[src/inc/clock_switch_pkg.sv]
// Constants and types shared by the CPU clock source switch
package clock_switch_pkg;

  // Register byte addresses on the APB
  localparam logic [15:0] CTRL_ADDR   = 16'hFF00;
  localparam logic [15:0] STATUS_ADDR = 16'hFF04;

  // Field positions in the control register
  localparam int unsigned SEL_BIT    = 3;
  localparam int unsigned OSC_EN_BIT = 2;
  localparam int unsigned UNUSED_BIT = 1;
  localparam int unsigned VSB_BIT    = 0;

  // Field positions in the status register
  localparam int unsigned STAT_FAST_BIT = 0;
  localparam int unsigned STAT_BUSY_BIT = 1;

  // Values after reset
  localparam logic       SEL_RESET    = 1'b0;
  localparam logic       OSC_EN_RESET = 1'b0;
  localparam logic       VSB_RESET    = 1'b0;
  localparam logic [1:0] SYNC_RESET   = 2'h0;

  typedef enum logic [1:0] {
    REG_CTRL,
    REG_STATUS,
    REG_NONE
  } reg_sel_e;

  typedef enum logic {
    MUX_FOLLOW,
    MUX_PARK
  } mux_state_e;

endpackage
[src/hw/clock_glitch_free_mux.sv]
// Glitch-free switch between two sampled oscillator clocks
`timescale 1ns/1ps
module clock_glitch_free_mux
(
  input  wire logic pclk,
  input  wire logic presetn,
  input  wire logic slow_s,
  input  wire logic fast_s,
  input  wire logic want_fast,
  output logic      clk_out_q,
  output logic      on_fast_q,
  output logic      busy
);
  import clock_switch_pkg::*;

  mux_state_e state_q;
  mux_state_e state_d;
  logic       clk_out_d;
  logic       on_fast_d;
  logic       old_src;
  logic       new_src;
  logic [1:0] src_prev_q;
  logic [1:0] src_prev_d;
  logic       new_fell;

  always_comb
  begin
    old_src   = on_fast_q ? fast_s : slow_s;
    new_src   = want_fast ? fast_s : slow_s;
    src_prev_d = {fast_s, slow_s};
    // Only a fresh fall guarantees the new source a whole low phase
    new_fell  = !new_src && (want_fast ? src_prev_q[1] : src_prev_q[0]);
    state_d   = state_q;
    on_fast_d = on_fast_q;
    clk_out_d = old_src;
    case (state_q)
      MUX_FOLLOW:
      begin
        // Leave the old source only once it is low, so no high phase is cut
        if ((want_fast != on_fast_q) && !old_src)
        begin
          state_d = MUX_PARK; // RULE_13
        end
      end
      MUX_PARK:
      begin
        // Hold low until the new source falls; a late join would cut its low phase
        clk_out_d = 1'b0; // RULE_13
        if (new_fell) // RULE_13
        begin
          on_fast_d = want_fast;
          state_d   = MUX_FOLLOW;
        end
      end
      default:
      begin
        state_d = MUX_FOLLOW;
      end
    endcase
  end

  always_ff @(posedge pclk or negedge presetn)
  begin
    if (!presetn)
    begin
      state_q   <= MUX_FOLLOW;
      on_fast_q <= 1'b0;
      clk_out_q <= 1'b0;
      src_prev_q <= SYNC_RESET;
    end
    else
    begin
      state_q   <= state_d;
      on_fast_q <= on_fast_d;
      clk_out_q <= clk_out_d;
      src_prev_q <= src_prev_d;
    end
  end

  assign busy = (state_q == MUX_PARK) || (want_fast != on_fast_q);

  a_park_holds_low: assert property ( // RULE_13
    @(posedge pclk) disable iff (!presetn)
    (state_q == MUX_PARK) |=> !clk_out_q)
    else $error("clock output high while parked");

  a_src_stable_high: assert property ( // RULE_13
    @(posedge pclk) disable iff (!presetn)
    clk_out_q && $past(clk_out_q) |-> on_fast_q == $past(on_fast_q))
    else $error("clock source changed during a high phase");
endmodule

[src/hw/cpu_clock_source_switch.sv]
// CPU clock source switch: control register on APB and source selection
`timescale 1ns/1ps

// What this block and its software do
// RULE_01 - Select bit picks fast or slow clock
// RULE_02 - Enable bit starts and stops fast oscillator
// RULE_03 - Voltage bit stored, only gates clock select
// RULE_04 - Select write ignored with both bits clear
// RULE_05 - Voltage bit clear never moves to fast
// RULE_06 - Reset clears all three control bits
// RULE_07 - Bit one has no storage, reads zero
// RULE_08 - Software waits five msec before selecting fast; the bench waits only about 1 us (20 pclk cycles)
// RULE_09 - Software allows extra settling margin
// RULE_10 - Software stops oscillator in separate write
// RULE_11 - Software keeps fast oscillator off when idle
// RULE_12 - Software clears select before oscillator enable
// RULE_13 - Source change never shortens clock phases
module cpu_clock_source_switch
(
  input  wire logic        pclk,
  input  wire logic        presetn,
  input  wire logic        psel,
  input  wire logic        penable,
  input  wire logic        pwrite,
  input  wire logic [15:0] paddr,
  input  wire logic [31:0] pwdata,
  output logic      [31:0] prdata,
  output logic             pready,
  output logic             pslverr,
  input  wire logic        slow_crystal_osc,
  input  wire logic        fast_ceramic_osc,
  output logic             fast_osc_enable,
  output logic             cpu_sys_clk,
  output logic             cpu_on_fast
);
  import clock_switch_pkg::*;

  function automatic reg_sel_e decode(input logic [15:0] addr);
    reg_sel_e r;
    if (addr == CTRL_ADDR)
    begin
      r = REG_CTRL;
    end
    else if (addr == STATUS_ADDR)
    begin
      r = REG_STATUS;
    end
    else
    begin
      r = REG_NONE;
    end
    return r;
  endfunction

  logic        cpu_clock_select_q;
  logic        cpu_clock_select_d;
  logic        fast_osc_enable_q;
  logic        fast_osc_enable_d;
  logic        voltage_switch_bit_q;
  logic        voltage_switch_bit_d;
  logic [31:0] prdata_q;
  logic [31:0] prdata_d;
  logic        setup;
  logic        access;
  logic        ctrl_wr;
  logic        want_fast;
  logic        mux_busy;
  logic        clk_q;
  logic        fast_q;
  logic [1:0]  osc_s;
  reg_sel_e    sel_now;

  // Oscillators are asynchronous to pclk; sample them before any use
  osc_sync u_osc_sync
  (
    .pclk     (pclk),
    .presetn  (presetn),
    .async_in ({fast_ceramic_osc, slow_crystal_osc}),
    .sync_out (osc_s)
  );

  always_comb
  begin
    sel_now = decode(paddr);
    setup   = psel && !penable;
    access  = psel && penable;
    ctrl_wr = access && pwrite && (sel_now == REG_CTRL);
  end

  // Zero wait states: read data is captured in the setup cycle
  assign pready  = 1'b1;
  assign pslverr = access && (sel_now == REG_NONE);

  always_comb
  begin
    cpu_clock_select_d   = cpu_clock_select_q;
    fast_osc_enable_d    = fast_osc_enable_q;
    voltage_switch_bit_d = voltage_switch_bit_q;
    if (ctrl_wr)
    begin
      fast_osc_enable_d    = pwdata[OSC_EN_BIT]; // RULE_02
      voltage_switch_bit_d = pwdata[VSB_BIT]; // RULE_03
      // A select of 1 with both enables clear is dropped; old value kept
      if (!(pwdata[SEL_BIT] && !pwdata[VSB_BIT] && !pwdata[OSC_EN_BIT]))
      begin
        cpu_clock_select_d = pwdata[SEL_BIT]; // RULE_01
      end // RULE_04
    end
  end

  always_comb
  begin
    prdata_d = prdata_q;
    if (setup && !pwrite)
    begin
      prdata_d = 32'h0000_0000;
      if (sel_now == REG_CTRL)
      begin
        prdata_d[SEL_BIT]    = cpu_clock_select_q; // RULE_01
        prdata_d[OSC_EN_BIT] = fast_osc_enable_q; // RULE_02
        prdata_d[VSB_BIT]    = voltage_switch_bit_q; // RULE_03
        prdata_d[UNUSED_BIT] = 1'b0; // RULE_07
      end
      else if (sel_now == REG_STATUS)
      begin
        prdata_d[STAT_FAST_BIT] = fast_q;
        prdata_d[STAT_BUSY_BIT] = mux_busy;
      end
    end
  end

  always_ff @(posedge pclk or negedge presetn)
  begin
    if (!presetn)
    begin
      cpu_clock_select_q   <= SEL_RESET; // RULE_06
      fast_osc_enable_q    <= OSC_EN_RESET; // RULE_06
      voltage_switch_bit_q <= VSB_RESET; // RULE_06
      prdata_q             <= 32'h0000_0000;
    end
    else
    begin
      cpu_clock_select_q   <= cpu_clock_select_d;
      fast_osc_enable_q    <= fast_osc_enable_d;
      voltage_switch_bit_q <= voltage_switch_bit_d;
      prdata_q             <= prdata_d;
    end
  end

  // The voltage bit has no supply effect here; it only gates the select
  assign want_fast = cpu_clock_select_q && voltage_switch_bit_q; // RULE_05

  // Limitation: selecting fast with the oscillator stopped parks the clock
  clock_glitch_free_mux u_mux
  (
    .pclk      (pclk),
    .presetn   (presetn),
    .slow_s    (osc_s[0]),
    .fast_s    (osc_s[1]),
    .want_fast (want_fast),
    .clk_out_q (clk_q),
    .on_fast_q (fast_q),
    .busy      (mux_busy)
  );

  assign prdata          = prdata_q;
  assign fast_osc_enable = fast_osc_enable_q; // RULE_02
  assign cpu_sys_clk     = clk_q; // RULE_13
  assign cpu_on_fast     = fast_q; // RULE_01

  a_select_stored: assert property ( // RULE_01
    @(posedge pclk) disable iff (!presetn)
    ctrl_wr && pwdata[SEL_BIT] && pwdata[VSB_BIT] |=> cpu_clock_select_q)
    else $error("clock select write of 1 not stored");

  a_osc_follows_write: assert property ( // RULE_02
    @(posedge pclk) disable iff (!presetn)
    ctrl_wr |=> fast_osc_enable == $past(pwdata[OSC_EN_BIT]))
    else $error("oscillator enable does not follow write");

  a_vsb_stored: assert property ( // RULE_03
    @(posedge pclk) disable iff (!presetn)
    ctrl_wr ##1 !psel ##1 (setup && !pwrite && sel_now == REG_CTRL)
    |=> prdata[VSB_BIT] == $past(pwdata[VSB_BIT], 3))
    else $error("voltage switch bit does not read back");

  a_select_ignored: assert property ( // RULE_04
    @(posedge pclk) disable iff (!presetn)
    ctrl_wr && pwdata[SEL_BIT] && !pwdata[VSB_BIT] && !pwdata[OSC_EN_BIT]
    |=> cpu_clock_select_q == $past(cpu_clock_select_q))
    else $error("clock select write not ignored");

  a_no_fast_low_vsb: assert property ( // RULE_05
    @(posedge pclk) disable iff (!presetn)
    !voltage_switch_bit_q && !cpu_on_fast |=> !cpu_on_fast)
    else $error("moved to fast clock with voltage bit clear");

  a_reset_clears: assert property ( // RULE_06
    @(posedge pclk) disable iff (!presetn)
    !$past(presetn) |-> !cpu_clock_select_q && !fast_osc_enable && !voltage_switch_bit_q)
    else $error("control bits not clear after reset");

  a_unused_reads_zero: assert property ( // RULE_07
    @(posedge pclk) disable iff (!presetn)
    psel && penable && !pwrite && sel_now == REG_CTRL |-> !prdata[UNUSED_BIT])
    else $error("unused control bit reads one");

  a_fast_needs_vsb: assert property ( // RULE_05
    @(posedge pclk) disable iff (!presetn)
    $rose(cpu_on_fast) |-> $past(want_fast))
    else $error("fast clock taken without gated select");

  a_slow_unselected: assert property ( // RULE_01
    @(posedge pclk) disable iff (!presetn)
    !cpu_clock_select_q && !cpu_on_fast |=> !cpu_on_fast)
    else $error("moved to fast clock with select bit clear");

  a_osc_write_only: assert property ( // RULE_02
    @(posedge pclk) disable iff (!presetn)
    !ctrl_wr |=> $stable(fast_osc_enable))
    else $error("oscillator enable changed without a control write");
endmodule

[src/hw/osc_sync.sv]
// Two-stage synchroniser for the oscillator levels
`timescale 1ns/1ps
module osc_sync
(
  input  wire logic       pclk,
  input  wire logic       presetn,
  input  wire logic [1:0] async_in,
  output logic      [1:0] sync_out
);
  import clock_switch_pkg::*;

  logic [1:0] meta_q;
  logic [1:0] meta_d;
  logic [1:0] sync_d;

  always_comb
  begin
    meta_d = async_in;
    sync_d = meta_q;
  end

  always_ff @(posedge pclk or negedge presetn)
  begin
    if (!presetn)
    begin
      meta_q   <= SYNC_RESET;
      sync_out <= SYNC_RESET;
    end
    else
    begin
      meta_q   <= meta_d;
      sync_out <= sync_d;
    end
  end
endmodule

[config.mk]
export PLATFORM = sky130hd
export DESIGN_NAME = cpu_clock_source_switch
export DESIGN_NICKNAME = d
export VERILOG_FILES = /design/src/inc/clock_switch_pkg.sv /design/src/hw/clock_glitch_free_mux.sv /design/src/hw/cpu_clock_source_switch.sv /design/src/hw/osc_sync.sv
export SDC_FILE = /design/constraint.sdc
export NUM_CORES = 1
export LEC_CHECK = 0
export BUFFER_PORTS_ARGS = -buffer_cell sky130_fd_sc_hd__buf_2
export CORE_MARGIN = 3
export CORE_UTILIZATION = 27
export DETAILED_ROUTE_END_ITERATION = 7
export PLACE_DENSITY = 0.66
export SLEW_MARGIN = 20
export SYNTH_ARGS = -nofsm -noshare
export SYNTH_HDL_FRONTEND = slang
export SYNTH_SLANG_ARGS = --single-unit
export TNS_END_PERCENT = 5
[constraint.sdc]
create_clock -name pclk -period 1.3 [get_ports pclk]
set_input_delay 0.13 -clock pclk [delete_from_list [all_inputs] [get_ports pclk]]
set_output_delay 0.13 -clock pclk [all_outputs]
set_load 0.1 [all_outputs]
Word level (Yosys, flattened, before mapping)
Cells that the tools add are included.
- word-level logic and storage cells: 50
- output and inout bits: 37
- bits in registers: 16
- input bits: 55
- reduce and logical (&&, ||, !) cells: 21
- bitwise operators: 2
- equal/unequal tests: 5
- mux-type cells: 12
- operator list (cell ; count):
    equality test 16 bit, second input constant ; 2
    logical AND 1 bit ; 11
    two-way mux 2 bit ; 5
    zero test 1 bit ; 6
    two-way mux 1 bit ; 6
    AND reduction 2 bit ; 2
    equality test 2 x 1 -> 1 bit, second input constant ; 1
    equality test 2 bit, second input constant ; 1
    zero test 2 bit ; 1
    inverter 1 bit ; 2
    one-hot mux 1 bit (2 select lines) ; 1
    logical OR 1 bit ; 1
    != test 1 bit ; 1

Logic depth before layout (Yosys ltp)
- depth after elaboration: 6
- gate-level depth with buffers: 4
- mapped depth without buffers: 4

Hierarchy
From an unflattened synthesis, not the netlist that was laid out.
- cell total of the unflattened synthesis: 90
- area, all modules: 932.1 µm²
- modules (own cells, without submodules) (module ; sequential area each (µm²) ; area each (µm²) ; instances ; cells an instance):
    cpu_clock_source_switch ; 175.2 ; 620.6 ; 1 ; 68
    clock_glitch_free_mux ; 125.1 ; 211.5 ; 1 ; 18
    osc_sync ; 100.1 ; 100.1 ; 1 ; 4

Worst setup path after synthesis
OpenSTA, ideal clock, no wires.
- path kind: register -> register
- start: register u_mux.on_fast_q
- end: register u_mux.state_q
- setup slack: -271 ps
- buffers on the path: 0
- period minus slack after synthesis: 1571 ps
- stages on the path, launching flop included: 4
- required time: 1206 ps
- library setup time: 94 ps
- arrival: 1477 ps
- path through: dfrtp_1 -> mux2i_1 -> nor2_1 -> a211oi_1
- longest elaborated chain between the ends: 5
- elaborated cells on any way between the ends: 6
- classes of those cells: eq/ne (1); mux (3); reduce/logical (2)
- ends and longest elaborated chain (element ; RTL line ; RTL):
    start: declaration ; clock_glitch_free_mux.sv:11 ; output logic on_fast_q,
    start signal: assignment ; clock_glitch_free_mux.sv:74 ; on_fast_q <= on_fast_d;
    two-way mux 1 bit ; clock_glitch_free_mux.sv:28 ; old_src = on_fast_q ? fast_s : slow_s;
    zero test 1 bit ; clock_glitch_free_mux.sv:40 ; if ((want_fast != on_fast_q) && !old_src)
    logical AND 1 bit (*) ; clock_glitch_free_mux.sv:40 ;
    two-way mux 1 bit (*) ; clock_glitch_free_mux.sv:40 ;
    one-hot mux 1 bit (2 select lines) (*) ; clock_glitch_free_mux.sv:36 ; case (state_q)
    via u_mux.state_d ; clock_glitch_free_mux.sv:17 ; mux_state_e state_d;
    end signal: assignment ; clock_glitch_free_mux.sv:73 ; state_q <= state_d;
    end: declaration ; clock_glitch_free_mux.sv:16 ; mux_state_e state_q;
Mark *: on every way through the listed nets, which the timed path passes. The rest lies on a longest branch.
A chain may end at the register's enable or synchronous reset.

Final worst setup path
- start: input paddr[0]
- end: output pslverr
- longest elaborated chain between the ends: 5
- elaborated cells on any way between the ends: 6
- classes of those cells: eq/ne (3); mux (2); reduce/logical (1)
- ends and longest elaborated chain (element ; RTL line ; RTL):
    start: declaration ; cpu_clock_source_switch.sv:25 ; input wire logic [15:0] paddr,
    equality test 16 bit ; cpu_clock_source_switch.sv:44 ; else if (addr == STATUS_ADDR)
    two-way mux 2 bit ; cpu_clock_source_switch.sv:44 ;
    two-way mux 2 bit (*) ; cpu_clock_source_switch.sv:40 ; if (addr == CTRL_ADDR)
    equality test 2 bit (*) ; cpu_clock_source_switch.sv:92 ; assign pslverr = access && (sel_now == REG_NONE);
    logical AND 1 bit (*) ; cpu_clock_source_switch.sv:92 ;
    end: declaration ; cpu_clock_source_switch.sv:29 ; output logic pslverr,
Every way passes the cells marked *; elsewhere a longest branch is shown, timed or not.

==> out/metrics.yaml <==
total_power_mw: 1.30
finalSetupViolations: 0
hold_viol: 0
rows: 20
synth_largest_area_cell: "dfrtp_1"
finClkSkew_ns: 0.00226
avgSynthCellArea_um2: 10.6
synth-edff-count: 0
chipWidth_um: 64.6
antenna_found_initial: 0
yosysWarnings: 0
drc: 0
drt_first_iter_violations: 4
dieArea_mm2: 0.00417
path_clk_slew_ns: 0.09
dr_total_vias: 656
wl_mm: 1.46
grt_setup_unrepaired: "no"
synth.most_common_cell: "buf_4"
start_util_pct: 29.4
power_frac_comb_pct: 36.3
period_minus_slack_ns: 1.27
status: "completed"
num-fill-cells: 305
ys_ff_latch: 16
critical_path_peak_fanout: 5
first_global_vias: 658
clk_path_buf_depth: 2
period_share_pct: 97.5
power.density_mw_per_mm2: 1160
pwr-share-seq_pct: 39.4
clock_latency_ns: 0.28
antenna_cells: 0
synth_top_area_share_pct: 43.2
io_pins: 92
gp_congestion: 0.747
multi_input_area_um2: 405
drive_gt1_share_pct: 35.4
fmax_ghz: 0.789
io_buffers: 33
grt_max_degree: 17
yosys-top-cells-area: "dfrtp_1 (43%), buf_4 (24%), nand2_1 (3.6%)"
peakVddDrop_mv: 0.488
crit_type: "primary input to output port"
syn_inst: 87
seq_area_frac_synth_pct: 43.2
nNetsFinal: 183
end_kind: "output port"
p_int_mw: 0.725
cts_tree: "done"
cts_setup_buffers: 0
synth_area_um2: 926
wire_per_inst_um: 8.56
firstDrtPassIters: 4
hold_path.class: "primary input to flop"
viasPerCell: 3.84
core_area_mm2: 0.00315
swShare_pct: 44.3
die_h_um: 64.6
setup_tns_ns: 0
ys.flop_type: "dfrtp_1"
clock-sinks: 16
slew_violations: 0
synth_commonest_cells: "buf_4 (29), dfrtp_1 (16), nand2_1 (9)"
start_kind: "primary input"
grt_first_pass_wirelength_mm: 2.69
grt_usage_pct: 7.89
power.switching_mw: 0.576
leakage_nw: 0.581
synthToLayoutAreaGrowth_pct: 21.1
cp_data_required_time_ns: 1.17
drtAntennaViolNets: 0
numCtsBuffers: 3
regArea_um2: 402
clockRootBuffer: "clkbuf_4"
synthArstFlopShare_pct: 100
arrival_ns: 1.14
h-tree-depth: 1
p_clk_share_pct: 24.3
cap_violations: 0
grt_overflow_total: 0
synth_cell_type_count: 27
cell usage in the layout, fill, tap and decap left out, types with 2 or more instances in the layout:
cell,netlist,final
buf_4,29,3
clkbuf_4,0,3
mux2_1,2,2
mux2i_1,2,2
buf_2,0,31
dfrtp_1,16,15
nand2_1,9,9
conb_1,2,29
dlygate4sd3_1,0,3
nor2_1,4,4
o31ai_1,4,4
critical path: stages:
cell     delay (ns)
buf_2          0.11
nor4_4         0.31
nand4_4        0.17
and3_1         0.23
buf_6          0.18
power by group through the flow:
stage	Clock, mW	Sequential [mW]	Combinational (mW)
after detailed placement	0	0.523	0.463
final	0.316	0.513	0.472
after floorplan	0	0.534	0.461
after global routing	0.358	0.515	0.489
after global placement	0	0.522	0.462
after CTS	0.332	0.513	0.472
sequential cells by signal (all words and copies together) (netlist names):
register              flops
u_mux.on_fast_q           1
u_mux.clk_out_q           1
cpu_clock_select_q        1
prdata                    4
u_mux.state_q             1
fast_osc_enable           1
u_mux.src_prev_q          2
u_osc_sync.meta_q         2
u_osc_sync.sync_out       2
voltage_switch_bit_q      1
kinds of logic (layout without fill, tap and decap cells):
logic type	after synthesis	count (layout)	share of synthesized area, %
simple gates	24	24	18.5
buf+inv	30	43	23.9
compound gates	10	10	7.97
flops	16	16	43.2
xor+xnor	1	1	0.946
other cells	2	29	0.811
mux	4	4	4.59
worst paths after layout:
check                                                   endpoint  depth (start not counted)  slack [ns]                              from
worst max-delay path                                     pslverr                          5        0.03                          paddr[0]
worst min-delay path            voltage_switch_bit_q$_DFFE_PN0P_                          2        0.08                         pwdata[0]
worst max register to register       u_mux.on_fast_q$_DFFE_PN0P_                          4        0.21  u_osc_sync.sync_out[0]$_DFF_PN0_
worst min register to register  u_osc_sync.sync_out[1]$_DFF_PN0_                          0        0.36    u_osc_sync.meta_q[1]$_DFF_PN0_
max in group asynchronous            u_mux.on_fast_q$_DFFE_PN0P_                          2        0.76                           presetn
min in group asynchronous            fast_osc_enable$_DFFE_PN0P_                          2        0.27                           presetn
cell type report:
cell class / count / area share, %
clock buffers: 4 / 3.24
inverters: 1 / 0.335
multi-input cells: 68 / 36.2
flip-flops and latches: 16 / 35.8
well taps: 44 / 4.91
repair buffers: 38 / 19.5
per-stage QoR:
step | hold WS, ns | cells | setup WS (ns) | area, µm² | utilization, %
floorplan | -0.166 | 114 | -0.112 | 1030 | -
global placement | 0.0514 | 164 | -0.0525 | 1050 | 33.2
detailed placement | 0.0587 | 164 | -0.0809 | 1050 | 33.2
CTS | 0.0696 | 171 | 0.00789 | 1120 | 35.6
global route | 0.0809 | 171 | 0.00178 | 1120 | 35.6
finish | 0.0787 | 171 | 0.0319 | 1120 | 35.6
layer usage:
metal	track usage (%)	part of all wire (%)	vias to the layer above	wire length [µm]
li1	-	-	319	-
met1	9.22	38	289	549
met2	14.4	50	48	725
met3	1.56	13	0	188
met4	2.37	0	0	0
met5	0	0	-	0
repair_timing:
item                                    CTS  global route
gates resized for setup                   3             0
endpoints found under the setup margin    2             0
endpoints found under the hold margin    18             0
hold buffers                              3             0
(Power assumes the default switching activity.)
